### config.mk
export PLATFORM = sky130hd
export DESIGN_NAME = sltx_top
export DESIGN_NICKNAME = d
export VERILOG_FILES = /design/src/hw/sltx_pkg.sv /design/src/hw/sltx_sync.sv /design/src/hw/sltx_char_replace.sv /design/src/hw/sltx_top.sv
export SDC_FILE = /design/constraint.sdc
export NUM_CORES = 1
export LEC_CHECK = 0
export ABC_CLOCK_PERIOD_IN_PS = 4450
export BUFFER_PORTS_ARGS = -buffer_cell sky130_fd_sc_hd__buf_4
export CAP_MARGIN = 20
export CORE_UTILIZATION = 57
export CTS_CLUSTER_SIZE = 30
export DETAILED_ROUTE_END_ITERATION = 6
export PLACE_DENSITY = 0.9
export SYNTH_ARGS = -nofsm -noshare
export SYNTH_HDL_FRONTEND = slang
export SYNTH_SLANG_ARGS = --single-unit
### constraint.sdc
create_clock -name clk -period 4.45 [get_ports clk]
set_input_delay 0.89 -clock clk [delete_from_list [all_inputs] [get_ports clk]]
set_output_delay 0.89 -clock clk [all_outputs]
set_load 0.01 [all_outputs]
### src/hw/sltx_pkg.sv
// Shared constants and types for the serial link transmit control block
package sltx_pkg;

  // Bus geometry
  localparam int unsigned AXI_ADDR_W = 12;
  localparam int unsigned AXI_DATA_W = 32;

  // Register indices as printed; byte address is four times the index
  localparam logic [AXI_ADDR_W-1:0] IDX_TRIG_RESET_MASK_CTRL = 12'h046;
  localparam logic [AXI_ADDR_W-1:0] IDX_LINK_CHAR_CTRL       = 12'h049;
  localparam logic [AXI_ADDR_W-1:0] IDX_FORCED_MF_LENGTH     = 12'h053;
  localparam logic [AXI_ADDR_W-1:0] ADDR_TRIG_RESET_MASK_CTRL = 12'h118;
  localparam logic [AXI_ADDR_W-1:0] ADDR_LINK_CHAR_CTRL       = 12'h124;
  localparam logic [AXI_ADDR_W-1:0] ADDR_FORCED_MF_LENGTH     = 12'h14c;
  localparam logic [AXI_ADDR_W-1:0] ADDR_LINK_STATUS          = 12'h200;

  // Field positions
  localparam int unsigned POS_TRIGGER_RESET_MASK  = 2;
  localparam int unsigned POS_NONLINK_RESET_INHIB = 1;
  localparam int unsigned POS_IDLE_MODE           = 15;
  localparam int unsigned POS_LANE_ALIGN          = 12;
  localparam int unsigned POS_FRAME_ALIGN         = 11;
  localparam int unsigned POS_LANE_ALIGN_SEQ_DIS  = 10;
  localparam int unsigned POS_FORCE_MF_LENGTH     = 2;
  localparam int unsigned POS_STAT_STATE          = 0;
  localparam int unsigned POS_STAT_K              = 2;
  localparam int unsigned POS_STAT_IDLE           = 8;

  // Reset values
  localparam logic        RST_BIT       = 1'b0;
  localparam logic [4:0]  RST_FORCED_K  = 5'h00;
  localparam logic [31:0] RST_WORD      = 32'h0000_0000;

  // Bus responses
  localparam logic [1:0] RESP_OKAY   = 2'b00;
  localparam logic [1:0] RESP_SLVERR = 2'b10;

  // Framing
  localparam logic [3:0] OCTETS_PER_FRAME_M1 = 4'h1;
  localparam logic [4:0] AUTO_MF_LENGTH_M1   = 5'h0f;
  localparam logic [1:0] ILA_LAST_MF         = 2'h3;

  // Characters and patterns
  localparam logic [15:0] IDLE_PATTERN = 16'hbc50;
  localparam logic [7:0]  CHAR_K28_0   = 8'h1c;
  localparam logic [7:0]  CHAR_K28_3   = 8'h7c;
  localparam logic [7:0]  CHAR_K28_5   = 8'hbc;
  localparam logic [7:0]  CHAR_K28_7   = 8'hfc;

  typedef enum logic [1:0] {
    SLTX_CGS  = 2'b00,
    SLTX_ILA  = 2'b01,
    SLTX_DATA = 2'b10
  } sltx_state_t;

endpackage

### src/hw/sltx_sync.sv
// Two-flop synchroniser for asynchronous pin inputs
`timescale 1ns/1ps
module sltx_sync #(
  parameter int unsigned WIDTH = 3
) (
  // Clock and reset
  input  wire logic             clk,
  input  wire logic             nrst,
  // Pins and synchronised levels
  input  wire logic [WIDTH-1:0] pinIn,
  output logic      [WIDTH-1:0] syncOut
);
  import sltx_pkg::*;

  typedef struct packed {
    logic [WIDTH-1:0] stage1;
    logic [WIDTH-1:0] stage2;
  } sltx_sync_st_t;

  sltx_sync_st_t st;
  sltx_sync_st_t next_st;

  // Stage one feeds stage two only
  always_comb begin
    next_st = st;
    for (int i = 0; i < WIDTH; i++) begin
      next_st.stage1[i] = pinIn[i];
      next_st.stage2[i] = st.stage1[i];
    end
  end

  always_ff @(posedge clk) begin
    if (!nrst) begin
      st <= '0;
    end else begin
      st <= next_st;
    end
  end

  assign syncOut = st.stage2;
endmodule

### src/hw/sltx_char_replace.sv
// Frame and multiframe end alignment character replacement, registered output
`timescale 1ns/1ps
module sltx_char_replace (
  // Clock and reset
  input  wire logic       clk,
  input  wire logic       nrst,
  // Controls
  input  wire logic       laneAlignEn,
  input  wire logic       frameAlignEn,
  input  wire logic       bypass,
  input  wire logic       restart,
  // Octet stream in
  input  wire logic [7:0] inOctet,
  input  wire logic       inK,
  input  wire logic       frameEnd,
  input  wire logic       mfEnd,
  // Octet stream out
  output logic      [7:0] outOctet,
  output logic            outK
);
  import sltx_pkg::*;

  typedef struct packed {
    logic [7:0] prevFrameLast;
    logic [7:0] prevMfLast;
    logic       ctrlThis;
    logic       ctrlPrev;
    logic [7:0] outOctet;
    logic       outK;
  } sltx_rep_st_t;

  sltx_rep_st_t st;
  sltx_rep_st_t next_st;
  logic         repMf;
  logic         repFr;
  logic         ctrlNow;

  always_comb begin
    next_st = st;
    repMf   = !bypass && laneAlignEn && mfEnd && !inK && (inOctet == st.prevMfLast);
    repFr   = !bypass && frameAlignEn && frameEnd && !inK && !repMf && !st.ctrlPrev
              && (inOctet == st.prevFrameLast);
    ctrlNow = repMf || repFr || inK;
    if (repMf) begin
      next_st.outOctet = CHAR_K28_3;
      next_st.outK     = 1'b1;
    end else if (repFr) begin
      next_st.outOctet = CHAR_K28_7;
      next_st.outK     = 1'b1;
    end else begin
      next_st.outOctet = inOctet;
      next_st.outK     = inK;
    end
    // Fresh history after alignment phases: no frame replacement in first frame
    if (restart) begin
      next_st.prevFrameLast = 8'h00;
      next_st.prevMfLast    = 8'h00;
      next_st.ctrlThis      = 1'b0;
      next_st.ctrlPrev      = 1'b1;
    end else if (!bypass) begin
      if (frameEnd) begin
        // History keeps the original octet, not the substitute
        next_st.prevFrameLast = inOctet;
        next_st.ctrlPrev      = st.ctrlThis || ctrlNow;
        next_st.ctrlThis      = 1'b0;
        if (mfEnd) begin
          next_st.prevMfLast = inOctet;
        end
      end else begin
        next_st.ctrlThis = st.ctrlThis || ctrlNow;
      end
    end
  end

  always_ff @(posedge clk) begin
    if (!nrst) begin
      st <= '0;
    end else begin
      st <= next_st;
    end
  end

  assign outOctet = st.outOctet;
  assign outK     = st.outK;
endmodule

### src/hw/sltx_top.sv
// Transmit link control: registers, link phases, idle pattern and phase resets
//
// Contract
// - A set trigger mask keeps the transmit trigger from causing clock-phase resets; clear, it causes them.
// - A clear reset-inhibit lets SYNC~ and SYSREF events reset the non-link blocks; set, they leave them alone.
// - Idle mode sends the fixed 16-bit pattern continuously on the lane instead of payload.
// - With lane alignment on, a multiframe-end octet equal to the previous one becomes K28.3.
// - With lane alignment off, multiframe-end octets pass unchanged and K28.3 is inserted only in the lane alignment sequence; frame alignment can give K28.7.
// - With frame alignment on, a frame-end octet equal to the previous one becomes K28.7.
// - Frame-end replacement is skipped when a control character went out in the previous frame.
// - With frame alignment off, frame-end octets pass unchanged and K28.7 is never inserted; lane alignment can still give K28.3 at multiframe ends.
// - With the alignment-sequence disable clear, the lane alignment sequence follows code group sync.
// - With the disable set, payload starts right after code group sync.
// - Without override the frames-per-multiframe minus one value is computed internally.
// - With override it is taken from the forced-length field.
//
// Local design decision: the AXI4-Lite interface to the registers.
`timescale 1ns/1ps
module sltx_top (
  // Clock and reset
  input  wire logic                           clk,
  input  wire logic                           nrst,
  // AXI4-Lite write address
  input  wire logic [sltx_pkg::AXI_ADDR_W-1:0] awaddr,
  input  wire logic                           awvalid,
  output logic                                awready,
  // AXI4-Lite write data
  input  wire logic [sltx_pkg::AXI_DATA_W-1:0] wdata,
  input  wire logic [3:0]                     wstrb,
  input  wire logic                           wvalid,
  output logic                                wready,
  // AXI4-Lite write response
  output logic      [1:0]                     bresp,
  output logic                                bvalid,
  input  wire logic                           bready,
  // AXI4-Lite read address
  input  wire logic [sltx_pkg::AXI_ADDR_W-1:0] araddr,
  input  wire logic                           arvalid,
  output logic                                arready,
  // AXI4-Lite read data
  output logic      [sltx_pkg::AXI_DATA_W-1:0] rdata,
  output logic      [1:0]                     rresp,
  output logic                                rvalid,
  input  wire logic                           rready,
  // Link pins
  input  wire logic                           syncN,
  input  wire logic                           sysref,
  input  wire logic                           transmitTriggerInput,
  // Payload in
  input  wire logic [7:0]                     payloadOctet,
  output logic                                payloadTaken,
  // Lane out
  output logic      [7:0]                     laneOctet,
  output logic                                laneIsK,
  // Phase resets to other blocks
  output logic                                clkPhaseReset,
  output logic                                nonlinkReset
);
  import sltx_pkg::*;

  typedef struct packed {
    logic                  awHeld;
    logic [AXI_ADDR_W-1:0] awAddr;
    logic                  wHeld;
    logic [AXI_DATA_W-1:0] wData;
    logic [3:0]            wStrb;
    logic                  bvalid;
    logic [1:0]            bresp;
    logic                  rvalid;
    logic [AXI_DATA_W-1:0] rdata;
    logic [1:0]            rresp;
    logic                  trigMask;
    logic                  nlInhibit;
    logic                  idleMode;
    logic                  laneAlign;
    logic                  frameAlign;
    logic                  ilaDisable;
    logic                  forceK;
    logic [4:0]            forcedK;
    sltx_state_t           state;
    logic [3:0]            octCnt;
    logic [4:0]            frmCnt;
    logic [1:0]            ilaMf;
    logic                  idlePhase;
    logic                  trigPrev;
    logic                  sysrefPrev;
    logic                  syncPrev;
    logic                  clkPhaseReset;
    logic                  nonlinkReset;
    logic                  payloadTaken;
  } sltx_top_st_t;

  sltx_top_st_t st;
  sltx_top_st_t next_st;

  logic [2:0]  pinSync;
  logic        syncS;
  logic        sysrefS;
  logic        trigS;
  logic        trigEvent;
  logic        linkEvent;
  logic        sysrefEvent;
  logic [4:0]  kEff;
  logic        frameEnd;
  logic        mfEnd;
  logic [7:0]  feedOctet;
  logic        feedK;
  logic        feedBypass;
  logic        feedRestart;
  logic        doWrite;
  logic        wrHit;
  logic        arTake;
  logic [31:0] wrMask;

  sltx_sync #(
    .WIDTH (3)
  ) u_sync (
    .clk     (clk),
    .nrst    (nrst),
    .pinIn   ({transmitTriggerInput, sysref, syncN}),
    .syncOut (pinSync)
  );

  assign syncS   = pinSync[0];
  assign sysrefS = pinSync[1];
  assign trigS   = pinSync[2];

  // Events from synchronised levels
  assign trigEvent   = trigS && !st.trigPrev;
  assign sysrefEvent = sysrefS && !st.sysrefPrev;
  assign linkEvent   = sysrefEvent || (!syncS && st.syncPrev);

  assign kEff     = st.forceK ? st.forcedK : AUTO_MF_LENGTH_M1;
  assign frameEnd = (st.octCnt == OCTETS_PER_FRAME_M1);
  assign mfEnd    = frameEnd && (st.frmCnt == kEff);

  // Lane feed; idle overrides every link phase
  always_comb begin
    feedOctet   = payloadOctet;
    feedK       = 1'b0;
    feedBypass  = 1'b0;
    feedRestart = 1'b0;
    if (st.idleMode) begin
      feedOctet   = st.idlePhase ? IDLE_PATTERN[7:0] : IDLE_PATTERN[15:8];
      feedBypass  = 1'b1;
      feedRestart = 1'b1;
    end else if (st.state == SLTX_CGS) begin
      feedOctet   = CHAR_K28_5;
      feedK       = 1'b1;
      feedBypass  = 1'b1;
      feedRestart = 1'b1;
    end else if (st.state == SLTX_ILA) begin
      feedBypass  = 1'b1;
      feedRestart = 1'b1;
      if (mfEnd) begin
        feedOctet = CHAR_K28_3;
        feedK     = 1'b1;
      end else if (st.octCnt == 4'h0 && st.frmCnt == 5'h00) begin
        feedOctet = CHAR_K28_0;
        feedK     = 1'b1;
      end else begin
        feedOctet = {st.frmCnt[3:0], st.octCnt};
      end
    end
  end

  sltx_char_replace u_rep (
    .clk          (clk),
    .nrst         (nrst),
    .laneAlignEn  (st.laneAlign),
    .frameAlignEn (st.frameAlign),
    .bypass       (feedBypass),
    .restart      (feedRestart),
    .inOctet      (feedOctet),
    .inK          (feedK),
    .frameEnd     (frameEnd),
    .mfEnd        (mfEnd),
    .outOctet     (laneOctet),
    .outK         (laneIsK)
  );

  assign doWrite = st.awHeld && st.wHeld && !st.bvalid;
  assign arTake  = arvalid && !st.rvalid;
  assign wrHit   = (st.awAddr == ADDR_TRIG_RESET_MASK_CTRL) || (st.awAddr == ADDR_LINK_CHAR_CTRL)
                   || (st.awAddr == ADDR_FORCED_MF_LENGTH);
  assign wrMask  = {{16{1'b0}}, {8{st.wStrb[1]}}, {8{st.wStrb[0]}}};

  always_comb begin
    next_st = st;
    // Write channels taken in either order
    if (awvalid && !st.awHeld && !st.bvalid) begin
      next_st.awHeld = 1'b1;
      next_st.awAddr = {awaddr[AXI_ADDR_W-1:2], 2'b00};
    end
    if (wvalid && !st.wHeld && !st.bvalid) begin
      next_st.wHeld = 1'b1;
      next_st.wData = wdata;
      next_st.wStrb = wstrb;
    end
    if (doWrite) begin
      next_st.awHeld = 1'b0;
      next_st.wHeld  = 1'b0;
      next_st.bvalid = 1'b1;
      next_st.bresp  = wrHit ? RESP_OKAY : RESP_SLVERR;
      if (st.awAddr == ADDR_TRIG_RESET_MASK_CTRL) begin
        if (wrMask[POS_TRIGGER_RESET_MASK]) begin
          next_st.trigMask = st.wData[POS_TRIGGER_RESET_MASK];
        end
        if (wrMask[POS_NONLINK_RESET_INHIB]) begin
          next_st.nlInhibit = st.wData[POS_NONLINK_RESET_INHIB];
        end
      end else if (st.awAddr == ADDR_LINK_CHAR_CTRL) begin
        if (wrMask[POS_IDLE_MODE]) begin
          next_st.idleMode   = st.wData[POS_IDLE_MODE];
          next_st.laneAlign  = st.wData[POS_LANE_ALIGN];
          next_st.frameAlign = st.wData[POS_FRAME_ALIGN];
          next_st.ilaDisable = st.wData[POS_LANE_ALIGN_SEQ_DIS];
        end
        if (wrMask[POS_FORCE_MF_LENGTH]) begin
          next_st.forceK = st.wData[POS_FORCE_MF_LENGTH];
        end
      end else if (st.awAddr == ADDR_FORCED_MF_LENGTH) begin
        if (wrMask[0]) begin
          next_st.forcedK = st.wData[4:0];
        end
      end
    end else if (st.bvalid && bready) begin
      next_st.bvalid = 1'b0;
    end
    // Read: one cycle to answer
    if (arTake) begin
      next_st.rvalid = 1'b1;
      next_st.rresp  = RESP_OKAY;
      next_st.rdata  = RST_WORD;
      if ({araddr[AXI_ADDR_W-1:2], 2'b00} == ADDR_TRIG_RESET_MASK_CTRL) begin
        next_st.rdata[POS_TRIGGER_RESET_MASK]  = st.trigMask;
        next_st.rdata[POS_NONLINK_RESET_INHIB] = st.nlInhibit;
      end else if ({araddr[AXI_ADDR_W-1:2], 2'b00} == ADDR_LINK_CHAR_CTRL) begin
        next_st.rdata[POS_IDLE_MODE]          = st.idleMode;
        next_st.rdata[POS_LANE_ALIGN]         = st.laneAlign;
        next_st.rdata[POS_FRAME_ALIGN]        = st.frameAlign;
        next_st.rdata[POS_LANE_ALIGN_SEQ_DIS] = st.ilaDisable;
        next_st.rdata[POS_FORCE_MF_LENGTH]    = st.forceK;
      end else if ({araddr[AXI_ADDR_W-1:2], 2'b00} == ADDR_FORCED_MF_LENGTH) begin
        next_st.rdata[4:0] = st.forcedK;
      end else if ({araddr[AXI_ADDR_W-1:2], 2'b00} == ADDR_LINK_STATUS) begin
        next_st.rdata[POS_STAT_STATE+1:POS_STAT_STATE] = st.state;
        next_st.rdata[POS_STAT_K+4:POS_STAT_K]         = kEff;
        next_st.rdata[POS_STAT_IDLE]                   = st.idleMode;
      end else begin
        next_st.rresp = RESP_SLVERR;
      end
    end else if (st.rvalid && rready) begin
      next_st.rvalid = 1'b0;
    end
    // Phase resets, one-cycle pulses
    next_st.trigPrev      = trigS;
    next_st.sysrefPrev    = sysrefS;
    next_st.syncPrev      = syncS;
    next_st.clkPhaseReset = trigEvent && !st.trigMask;
    next_st.nonlinkReset  = linkEvent && !st.nlInhibit;
    // Frame and multiframe counters; SYSREF realigns them
    if (sysrefEvent) begin
      next_st.octCnt = 4'h0;
      next_st.frmCnt = 5'h00;
    end else if (mfEnd) begin
      next_st.octCnt = 4'h0;
      next_st.frmCnt = 5'h00;
    end else if (frameEnd) begin
      next_st.octCnt = 4'h0;
      next_st.frmCnt = st.frmCnt + 5'h01;
    end else begin
      next_st.octCnt = st.octCnt + 4'h1;
    end
    next_st.idlePhase = st.idleMode ? !st.idlePhase : 1'b0;
    // Link phases; a low sync request always restarts code group sync
    if (!syncS) begin
      next_st.state = SLTX_CGS;
      next_st.ilaMf = 2'h0;
    end else begin
      case (st.state)
        SLTX_CGS: begin
          if (mfEnd) begin
            next_st.state = st.ilaDisable ? SLTX_DATA : SLTX_ILA;
            next_st.ilaMf = 2'h0;
          end
        end
        SLTX_ILA: begin
          if (mfEnd) begin
            next_st.ilaMf = st.ilaMf + 2'h1;
            if (st.ilaMf == ILA_LAST_MF) begin
              next_st.state = SLTX_DATA;
            end
          end
        end
        SLTX_DATA: begin
          next_st.state = SLTX_DATA;
        end
        default: begin
          next_st.state = SLTX_CGS;
        end
      endcase
    end
    next_st.payloadTaken = (st.state == SLTX_DATA) && !st.idleMode;
  end

  always_ff @(posedge clk) begin
    if (!nrst) begin
      st <= '0;
    end else begin
      st <= next_st;
    end
  end

  assign awready       = !st.awHeld && !st.bvalid;
  assign wready        = !st.wHeld && !st.bvalid;
  assign bvalid        = st.bvalid;
  assign bresp         = st.bresp;
  assign arready       = !st.rvalid;
  assign rvalid        = st.rvalid;
  assign rdata         = st.rdata;
  assign rresp         = st.rresp;
  assign payloadTaken  = st.payloadTaken;
  assign clkPhaseReset = st.clkPhaseReset;
  assign nonlinkReset  = st.nonlinkReset;
endmodule

Yosys cells after proc, flatten, opt, wreduce, memory -nomap -nowiden
Cells that the tools add are included.
{"block": "totals", "reg_bits": 113, "input_bits": 78, "elab_cells": 187}
{"block": "classes", "addsub": 3, "n_eq_ne": 17, "muxes": 54, "n_bitwise": 3, "n_reduce_logical": 71}
{"op": "$mux 8", "count": 8}
{"op": "$eq 10x7->1 const B", "count": 6}
{"op": "$logic_and 1x1->1", "count": 29}
{"op": "$mux 1", "count": 22}
{"op": "$mux 2", "count": 11}
{"op": "$eq 8x8->1", "count": 2}
{"op": "$mux 16", "count": 1}
{"op": "$logic_not 1->1", "count": 15}
{"op": "$mux 4", "count": 3}
{"op": "$eq 10x8->1 const B", "count": 1}
{"op": "$mux 5", "count": 2}
{"op": "$mux 3", "count": 3}
{"op": "$mux 9", "count": 1}
{"op": "$reduce_and 3->1", "count": 3}
{"op": "$reduce_and 4->1", "count": 2}
{"op": "$reduce_bool 2->1", "count": 4}
{"op": "$mux 7", "count": 1}
{"op": "$logic_or 1x1->1", "count": 6}
{"op": "$ne 2x1->1 const B", "count": 3}
{"op": "$pmux 2 s3", "count": 1}
{"op": "$reduce_or 2->1", "count": 3}
{"op": "$reduce_or 3->1", "count": 2}
{"op": "$add 5x1->5 const B", "count": 1}
{"op": "$eq 5x5->1", "count": 1}
{"op": "13 further kinds", "count": 17}

Logic depth before layout (Yosys ltp)
Gate-level depths: netlist of run 1.
{"block": "logic_depth", "word_depth": 19, "ltp_mapped": 13, "ltp_nobuf": 10}

Modules after synthesis
Synthesis of run 1 repeated with hierarchy kept, for this count alone.
{"block": "unflattened", "hier_cells": 588, "hier_area_um2": 4949.7}
{"module": "sltx_top", "instances": 1, "cells_per_inst": 444, "area_each_um2": 3574.7, "seq_area_each_um2": 1421.4}
{"module": "sltx_char_replace", "instances": 1, "cells_per_inst": 132, "area_each_um2": 1217.4, "seq_area_each_um2": 540.5}
{"module": "sltx_sync", "instances": 1, "cells_per_inst": 12, "area_each_um2": 157.7, "seq_area_each_um2": 120.1}

Worst setup path after synthesis of run 1
No wires, ideal clock.
{"block": "synth_timing", "kind": "input to register", "from": "input payloadOctet[0]", "to": "register u_rep.st[10] in the netlist's numbering", "setup_time_ns": 0.086, "arrival_time_ns": 2.961, "required_time_ns": 4.364, "setup_slack_ns": 1.403, "cell_stages": 8, "path_cell_list": "or4b_2 mux2_2 nand4b_1 a2111oi_2 o211ai_1 nor4_4 a211oi_2 a211oi_1"}
{"block": "synth_between", "elab_chain_cells": 13}
{"element": "start, declared", "line_no": "sltx_top.sv:50", "source": "input wire logic [7:0] payloadOctet,"}
{"element": "$mux 8 *", "line_no": "sltx_top.sv:152", "source": "end else if (st.state == SLTX_ILA) begin"}
{"element": "$mux 8 *", "line_no": "sltx_top.sv:147", "source": "end else if (st.state == SLTX_CGS) begin"}
{"element": "$mux 8 *", "line_no": "sltx_top.sv:143", "source": "if (st.idleMode) begin"}
{"element": "$eq 8x8->1", "line_no": "sltx_char_replace.sv:40", "source": "repMf = !bypass && laneAlignEn && mfEnd && !inK && (inOctet == st.prevMfLast);"}
{"element": "$logic_and 1x1->1", "line_no": "sltx_char_replace.sv:40"}
{"element": "$logic_not 1->1", "line_no": "sltx_char_replace.sv:41", "source": "repFr = !bypass && frameAlignEn && frameEnd && !inK && !repMf && !st.ctrlPrev"}
{"element": "$logic_and 1x1->1 (2 in series)", "line_no": "sltx_char_replace.sv:41"}
{"element": "$logic_and 1x1->1", "line_no": "sltx_char_replace.sv:42", "source": "&& (inOctet == st.prevFrameLast);"}
{"element": "$logic_or 1x1->1 * (2 in series)", "line_no": "sltx_char_replace.sv:43", "source": "ctrlNow = repMf || repFr || inK;"}
{"element": "$logic_or 1x1->1 *", "line_no": "sltx_char_replace.sv:70", "source": "next_st.ctrlThis = st.ctrlThis || ctrlNow;"}
{"element": "$mux 1 *", "line_no": "sltx_char_replace.sv:61", "source": "if (frameEnd) begin"}
{"element": "end signal, assigned", "line_no": "sltx_char_replace.sv:79", "source": "st <= next_st;"}
{"element": "end, declared", "line_no": "sltx_char_replace.sv:32", "source": "sltx_rep_st_t st;"}
Mark *: on every way between the ends. The rest lies on a longest branch, timed or not.
A chain may end at the register's enable or synchronous reset.

Worst setup path after layout of run 1
{"block": "layout_timing", "from": "register st[19] in the netlist's numbering", "to": "register u_rep.st[10] in the netlist's numbering"}
{"block": "layout_between", "elab_chain_cells": 17}
{"element": "start, declared", "line_no": "sltx_top.sv:93", "source": "sltx_top_st_t st;"}
{"element": "start signal, assigned", "line_no": "sltx_top.sv:311", "source": "st <= next_st;"}
{"element": "$eq 2x1->1", "line_no": "sltx_top.sv:152"}
{"element": "$mux 1", "line_no": "sltx_top.sv:152"}
{"element": "$mux 1", "line_no": "sltx_top.sv:147"}
{"element": "$mux 1", "line_no": "sltx_top.sv:143"}
{"element": "$logic_not 1->1", "line_no": "sltx_char_replace.sv:40, sltx_char_replace.sv:41"}
{"element": "$logic_and 1x1->1 (4 in series)", "line_no": "sltx_char_replace.sv:40"}
{"element": "$logic_not 1->1", "line_no": "sltx_char_replace.sv:41"}
{"element": "$logic_and 1x1->1 (2 in series)", "line_no": "sltx_char_replace.sv:41"}
{"element": "$logic_and 1x1->1", "line_no": "sltx_char_replace.sv:42"}
{"element": "$logic_or 1x1->1 (2 in series)", "line_no": "sltx_char_replace.sv:43"}
{"element": "$logic_or 1x1->1", "line_no": "sltx_char_replace.sv:70"}
{"element": "$mux 1", "line_no": "sltx_char_replace.sv:61"}
Several ways; a longest one is shown, not always the timed one.

==> flow_summary.toml, run 1 <==
[run_status]
outcome = "complete, no violations"

[floorplanning]
die-area_um2 = 9260
io_pins = 131
coreArea_um2 = 8680
rows = 34
die_h_um = 96.2
initial_utilization_pct = 58.3
die_w_um = 96.2

[logic_synthesis]
synthArstFlopShare_pct = 0
ys.flop_type = "dfxtp_1"
synth_cell_types = 70
avgSynthCellArea_um2 = 8.27
synthCells = 612
synth_edf_count = 0
syn_area_um2 = 5060
synthTopCellsByArea = "dfxtp_1, nand2_1, buf_4"
synth-seq-cells = 104
synth-seq-area-share_pct = 41.1
synth_common_cells = "dfxtp_1, nand2_1, nor2_1"
synth_most_common_cell = "dfxtp_1"
yosysTopAreaCell = "dfxtp_1"
synth_top_area_share_pct = 41.1
yosysWarnings = 0

[clock_tree]
cts_resized = 0
clkTransAtPathRegs_ps = 110
numCtsBuffers = 9
insertion_delay_ps = 380
root_buffer = "clkbuf_8"
cts_hold_buf = 0
clockBufferDepth = 2
cts_tree = "done"
cts.sinks = 104
post-cts-setup-buffers = 0
htreeDepth = 3

[setup_path]
path_class = "reg -> reg"
slowest_stage = "or4b_2"
crit_path_max_fanout = 18
end_kind = "flop"
startpoint_type = "flop"
worst_ep_required_time_ps = 4730
critical-path-max-stage-delay_ps = 810
worstPathArrival_ps = 3720
crit_path_cell_trace = "inv_1 -> ha_1 -> or4b_2 -> mux2_2 -> nand4b_1 -> a2111oi_2 -> o211ai_1 -> nor4_4 -> a211oi_2 -> a211oi_1"

[placement]
dp_hpwl_um = 8180
place_congestion = 0.857
numPortBuffers = 79

[finish]
antennaDiodeCount = 0
multiInputGateArea_um2 = 2530
area_growth_pct = 11.7
regArea_um2 = 2080
layout-drive-gt1-share_pct = 17.5
nets = 742
nFillCells = 729

[timing]
period_needed_ps = 3440
tightest_slew_ps = 714
hold_viol_final = 0
rsz0062_at_grt = "no"
final.period_utilization_pct = 77.4
finalMaxSlewViolations = 0
max_freq_mhz = 290
setup_viol = 0
hold_slack_ps = 403
skew_ps = 17.1
slew_headroom_pct = 51.8
finalSetupTns_ps = 0

[flow_run]
maxCapViolCount = 0

[global_routing]
track_usage_pct = 25.4
grt_pass1_wl_um = 18100
antenna_found_initial = 0
grt_pass1_vias = 3927
overflow = 0
grt_max_degree = 43

[drt]
post_drt_wl_per_cell_um = 14.7
antenna_left = 0
via_per_inst = 5.55
vias = 4260
drtIter0Drc = 203
wl_um = 11200
drcViolationCount = 0
dr.pass1.iters = 5

[pwr]
p_leak_uw = 0.00231
vdd_drop_max_v = 0.000203
powerDensity_nw_per_um2 = 306

[min_path]
hold_path.class = "reg -> reg"
==> per-layer routing <==
metal,GRT usage [%],share of wire (%),up-vias
met5,0,0,-
met4,8.71,2.2,0
met3,7.35,5.3,25
met2,43.0,49,150
met1,30.7,43,1976
li1,-,-,2109
==> sequential cells by signal, indices dropped and copies added, names as in the netlist, 3 cells and up <==
signal,cells
rdata,12
st,52
u_rep.outOctet,8
u_rep.st,18
u_sync.next_st,3
u_sync.syncOut,3
==> metrics by stage <==
step	cells	power, uW	instance area (um2)	utilization, %	setup WS, ps
after global routing	767	1810	5650	65.1	757
final	767	1730	5650	65.1	1010
after detailed placement	750	1180	5440	62.7	1060
after global placement	750	1170	5440	62.7	1130
after CTS	766	1740	5630	64.8	1030
after floorplan	633	1120	5140	-	1400
==> final cells by class <==
type / instances / share of cell area [%]
Tap cell: 108 / 2.39
Multi-Input combinational cell: 436 / 44.8
Timing Repair Buffer: 82 / 11.2
Clock inverter: 6 / 1.04
Sequential cell: 104 / 36.8
Clock buffer: 10 / 2.26
Inverter: 21 / 1.39
==> cells by family after synthesis <==
group           after synthesis  share of synthesized area, %
compound gates              128                          16.9
xor+xnor                     13                          2.25
fa+ha+maj                    10                          2.47
buf+inv                      93                          10.3
flops                       104                          41.1
mux                          14                          2.79
other cells                   1                        0.0741
simple gates                249                          24.0
==> path summary, 6_finish.rpt <==
kind / to / startpoint / slack, ps / depth (start not counted)
worst max-delay path: u_rep.st[10] / st[19] / 1010 / 10
worst min register to register: clkPhaseReset / st[5] / 400 / 1
worst max register to register: u_rep.st[10] / st[19] / 1010 / 10
worst min-delay path: clkPhaseReset / st[5] / 400 / 1
==> report_power, final <==
part	leakage (uW)	internal, uW	switching, uW
clock	0.0000928	219	349
sequential	0.000847	960	21.9
combinational	0.00137	81.4	100
total	0.00231	1260	471
==> layout by cell type (no fill, tap or decap), drive strengths merged, types with 13 or more instances in the layout <==
cell type	netlist	final
inv	20	24
mux2i	13	13
nor2b	16	16
dfxtp	104	104
a21oi	53	53
buf	49	82
and2	13	13
o21ai	22	22
nor2	57	57
nand2	100	100
conb	1	22
==> worst max-delay path, delay by kind of cell (launching register included) <==
family	cells	cell delay, ps
buf+inv	1	90
flops	1	440
compound gates	4	920
mux	1	260
fa+ha+maj	1	390
simple gates	3	1250
(Power assumes the default switching activity.)
==> inputs of run 2 (changes only) <==
- ABC_AREA: default -> 1
- ABC_CLOCK_PERIOD_IN_PS: 4450 -> 3600
- CORE_UTILIZATION: 57 -> 53
- PLACE_DENSITY: 0.9 -> 0.85
- clock period: 4.45 -> 3.6 ns (I/O delays scaled with it)
==> run 2 against run 1 <==
Net effect:
- the flow now finishes with violations (design-rule violations)
- cell count increased by 13%
- highest routed layer unchanged
- combinational power is 29% higher
- worst hold slack hardly changed
- clock power grew 56%
- critical endpoint is now u_rep.outK
- die area up 5.8%
- synthesized cell count increased by 14%
- sequential power rose by 24%
- synthesized area is 1.5% lower
==> flow_summary.toml, run 2 <==
[logic_synthesis]
synth-seq-cells = 104
yosysWarnings = 0
synth-seq-area-share_pct = 41.8
avgSynthCellArea_um2 = 7.16
yosysTopAreaCell = "dfxtp_1"
synth_cell_types = 38
synth_top_area_share_pct = 41.8
synthCells = 696
synth_common_cells = "inv_1, nand2_1, dfxtp_1"
syn_area_um2 = 4980
synth_edf_count = 0
synthTopCellsByArea = "dfxtp_1, inv_1, nand2_1"
ys.flop_type = "dfxtp_1"
synthArstFlopShare_pct = 0

[global_routing]
overflow = 0
grt_pass1_wl_um = 18700
grt_max_degree = 55
antenna_found_initial = 0
track_usage_pct = 23.8
grt_pass1_vias = 4243

[clock_tree]
clkTransAtPathRegs_ps = 100
htreeDepth = 3
root_buffer = "clkbuf_8"
cts_resized = 0
cts_hold_buf = 0
numCtsBuffers = 9
clockBufferDepth = 2
insertion_delay_ps = 380
cts.sinks = 104
cts_tree = "done"
post-cts-setup-buffers = 0

[timing]
setup_viol = 0
tightest_slew_ps = 739
hold_viol_final = 0
max_freq_mhz = 363
rsz0062_at_grt = "no"
finalMaxSlewViolations = 0
hold_slack_ps = 403
finalSetupTns_ps = 0
period_needed_ps = 2760
final.period_utilization_pct = 76.6
skew_ps = 12.9
slew_headroom_pct = 50.1

[setup_path]
path_class = "reg -> reg"
startpoint_type = "flop"
crit_path_max_fanout = 21
end_kind = "flop"
worst_ep_required_time_ps = 3920
reg2reg_depth = 18
worstPathArrival_ps = 3080

[pwr]
powerDensity_nw_per_um2 = 414
vdd_drop_max_v = 0.000231
p_leak_uw = 0.00263
power.total_uw = 2340

[floorplanning]
die_h_um = 99.0
coreArea_um2 = 9200
die_w_um = 99.0
io_pins = 131
rows = 35
initial_utilization_pct = 54.2
die-area_um2 = 9800

[drt]
via_per_inst = 5.20
dr.pass1.iters = 7
post_drt_wl_per_cell_um = 13.1
wl_um = 11300
vias = 4492
drcViolationCount = 2
antenna_left = 0
drtIter0Drc = 290

[finish]
layout-drive-gt1-share_pct = 15.1
largest_reg_flops = 52
antennaDiodeCount = 0
area_growth_pct = 13.2
fin_util_pct = 61.3
most-common-layout-cells = "inv_1, nand2_1, dfxtp_1"
largest_register = "st"
nets = 837
finish.instance_area_um2 = 5640

[placement]
placed_area_um2 = 5400
numPortBuffers = 79
place_congestion = 0.890
dp_hpwl_um = 8320

[min_path]
hold_depth = 1
hold_path.class = "reg -> reg"

[run_status]
outcome = "complete, but fails checks"
violations = "design-rule violations"

[flow_run]
maxCapViolCount = 0
-- run 2: layout make-up --
| type | count | area [um2] |
|---|---|---|
| fill | 806 | 3560 |
| multi-input combinational | 440 | 2150 |
| sequential | 104 | 2080 |
| timing repair buffer | 80 | 601 |
| inverter | 114 | 428 |
| clock buffer | 11 | 141 |
| tap | 111 | 139 |
| clock inverter | 4 | 101 |
-- run 2: kinds of logic after synthesis --
| group | count (synthesis) | synth area share [%] |
|---|---|---|
| flops | 104 | 41.8 |
| buf+inv | 173 | 16.7 |
| simple gates | 280 | 24.7 |
| fa+ha+maj | 10 | 2.51 |
| compound gates | 124 | 13.5 |
| other cells | 1 | 0.0752 |
| xor+xnor | 4 | 0.703 |
-- run 2: metal layers --
layer	routed length, um	vias up	global-route usage (%)
met3	694	26	4.18
li1	-	2261	-
met1	4700	2039	28.1
met2	5660	166	41.8
met5	0	-	0
met4	253	0	11.6
-- run 2: worst paths after layout --
kind | end | startpoint | slack [ps]
setup / recovery | u_rep.outK | st[25] | 840
setup reg to reg | u_rep.outK | st[25] | 840
hold reg to reg | clkPhaseReset | st[5] | 400
hold / removal | clkPhaseReset | st[5] | 400
-- run 2: metrics by stage --
stage | cells | setup WS [ps]
6_report | 864 | 843
3_5_place_dp | 849 | 985
5_1_grt | 864 | 572
2_1_floorplan | 717 | 1510
4_1_cts | 864 | 915
3_3_place_gp | 849 | 1050
-- run 2: worst max-delay path, cell delays in order (launching register included) --
cell,delay [ps]
dfxtp_1,550
nand2_1,140
nand2_1,80
nand2_1,50
nor2_1,130
nand3_2,380
nand4_1,330
nand2_1,160
nand2_1,90
nand2_1,60
inv_1,50
nand2_1,50
nor2_1,130
nand2_2,90
nand2_2,110
inv_2,90
nand2_1,80
nand2_1,60
inv_1,60
-- run 2: power breakdown --
part	leakage (uW)	total [uW]	switching (uW)	internal [uW]
Clock	0.000122	884	401	483
Combinational	0.00166	234	143	91.7
Sequential	0.000849	1220	24.5	1190
Total	0.00263	2340	568	1770
==> inputs of run 3 (changes only) <==
- ABC_CLOCK_PERIOD_IN_PS: 3600 -> 2600
- clock period: 3.6 -> 2.6 ns (I/O delays scaled with it)
==> run 3 against run 2 <==
Net effect:
- the run still ends with design-rule violations left
- count of clock-buffer cells in the layout rose by 1
- utilization rose by 0.69 points
- power is 29% higher
- first-iteration DRC count down 22%
- worst setup slack got worse by 620 ps
- cell count up 1.4%
- combinational power grew 40%
- largest power group unchanged
==> flow_summary.toml, run 3 (same netlist as run 2, synthesis figures left out) <==
[finish]
final_common_cell = "inv_1"
most-common-layout-cells = "inv_1, nand2_1, dfxtp_1"
largest_reg_flops = 52
nFillCells = 820
layout-drive-gt1-share_pct = 17.1
largest_register = "st"
antennaDiodeCount = 0
area_growth_pct = 14.4
nets = 848

[timing]
hold_viol_final = 0
period_needed_ps = 2380
hold_slack_ps = 331
skew_ps = 11.2
final.period_utilization_pct = 91.5
finalMaxSlewViolations = 0
slew_headroom_pct = 54.7
setup_viol = 0
finalSetupTns_ps = 0
rsz0062_at_grt = "no"
max_freq_mhz = 420
tightest_slew_ps = 675

[run_status]
outcome = "complete, but fails checks"
violations = "design-rule violations"

[clock_tree]
insertion_delay_ps = 360
cts_tree = "done"
root_buffer = "clkbuf_8"
clkTransAtPathRegs_ps = 100
htreeDepth = 3
clockBufferDepth = 2
numCtsBuffers = 9
cts.sinks = 104

[setup_path]
cp_top_family = "simple AND/OR/NAND/NOR gates"
slowest_stage = "dfxtp_1"
r2r-end = "u_rep.outOctet[6]"
cpMostUsedCell = "inv_1"
worst_ep_required_time_ps = 2850
crit_path_cell_trace = "inv_1 -> ha_1 -> nor2_4 -> inv_1 -> nor2_1 -> nand4_1 -> nand2_2 -> nand2_1 -> nand2_1 -> inv_1 -> nand2_1 -> nor2_1 -> nand2_2 -> nand2_2 -> o21ai_0 -> inv_1"
startpoint_type = "flop"
rr_startpoint = "st[19]"
critical-path-max-stage-delay_ps = 420
end_kind = "flop"
worstPathArrival_ps = 2630
reg2reg_depth = 16
crit_path_max_fanout = 6
path_class = "reg -> reg"
reg2reg_slack_ps = 220
cp_num_buf_inv = 4

[floorplanning]
coreArea_um2 = 9200
initial_utilization_pct = 54.2
io_pins = 131
die_h_um = 99.0
die_w_um = 99.0
die-area_um2 = 9800
rows = 35

[global_routing]
overflow = 0
grt_max_degree = 55
grt_pass1_vias = 4147
antenna_found_initial = 0
track_usage_pct = 23.2
grt_pass1_wl_um = 18300

[min_path]
hold_path.class = "in -> reg"
hold_depth = 3
min_to = "u_sync.next_st[0]"
hold_start = "syncN"

[drt]
wl_um = 11000
post_drt_wl_per_cell_um = 12.6
vias = 4514
antenna_left = 0
drtIter0Drc = 225
drcViolationCount = 2
dr.pass1.iters = 7
via_per_inst = 5.15

[pwr]
powerDensity_nw_per_um2 = 527
vdd_drop_max_v = 0.000318
p_leak_uw = 0.00266

[placement]
place_congestion = 0.869
numPortBuffers = 79
dp_hpwl_um = 8410

[flow_run]
maxCapViolCount = 0
## run 3: layout make-up
| cell class | count | area (um2) | share of cell area, % |
|---|---|---|---|
| Tap cell | 111 | 139 | 2.43 |
| Clock buffer | 12 | 165 | 2.90 |
| Clock inverter | 4 | 33.8 | 0.592 |
| Inverter | 114 | 428 | 7.50 |
| Multi-Input combinational cell | 440 | 2170 | 38.1 |
| Timing Repair Buffer | 91 | 683 | 12.0 |
| Sequential cell | 104 | 2080 | 36.5 |
## run 3: timing repair
item,in CTS,in global routing
setup endpoints to repair,0,11
gates resized for setup,0,8
buffers inserted,0,1
hold buffers,0,0
## run 3: where the power goes
group          internal [uW]  total [uW]  switching [uW]
clock network            436         993             557
registers               1650        1690            34.2
logic                    130         327             197
## run 3: metal layers
metal | up-vias | part of all wire, % | track usage [%]
li1 | 2281 | - | -
met1 | 2052 | 43 | 28.6
met2 | 152 | 49 | 39.5
met3 | 29 | 5.2 | 3.69
met4 | 0 | 2.7 | 11.7
met5 | - | 0 | 0
## run 3: metrics by stage
stage	setup WS [ps]	util, %	std cells	area, um2	total power (uW)
after CTS	69.1	61.7	875	5670	3020
after floorplan	511	-	717	5060	1940
after global placement	192	59.5	859	5470	2030
after detailed placement	106	59.5	859	5470	2050
after global routing	12.0	62.0	876	5700	3140
final	220	62.0	876	5700	3010
## run 3: worst register-to-register path, cell delays in order, from the launching register on
cell	delay, ps
dfxtp_1	420
inv_1	100
ha_1	270
nor2_4	150
inv_1	110
nor2_1	100
nand4_1	230
nand2_2	180
nand2_1	70
nand2_1	70
inv_1	40
nand2_1	50
nor2_1	50
nand2_2	80
nand2_2	90
o21ai_0	210
inv_1	60
## run 3: worst max path at each step
stage / startpoint / endpoint / slack [ps] / depth (start not counted)
finish: st[19] / u_rep.outOctet[6] / 220 / 16
global route: st[9] / u_rep.outOctet[6] / 10 / 17
CTS: st[19] / u_rep.outOctet[5] / 70 / 16
detailed placement: st[19] / u_rep.outOctet[5] / 110 / 16
global placement: st[18] / u_rep.outOctet[5] / 190 / 16
floorplan: st[19] / u_rep.outOctet[1] / 510 / 15
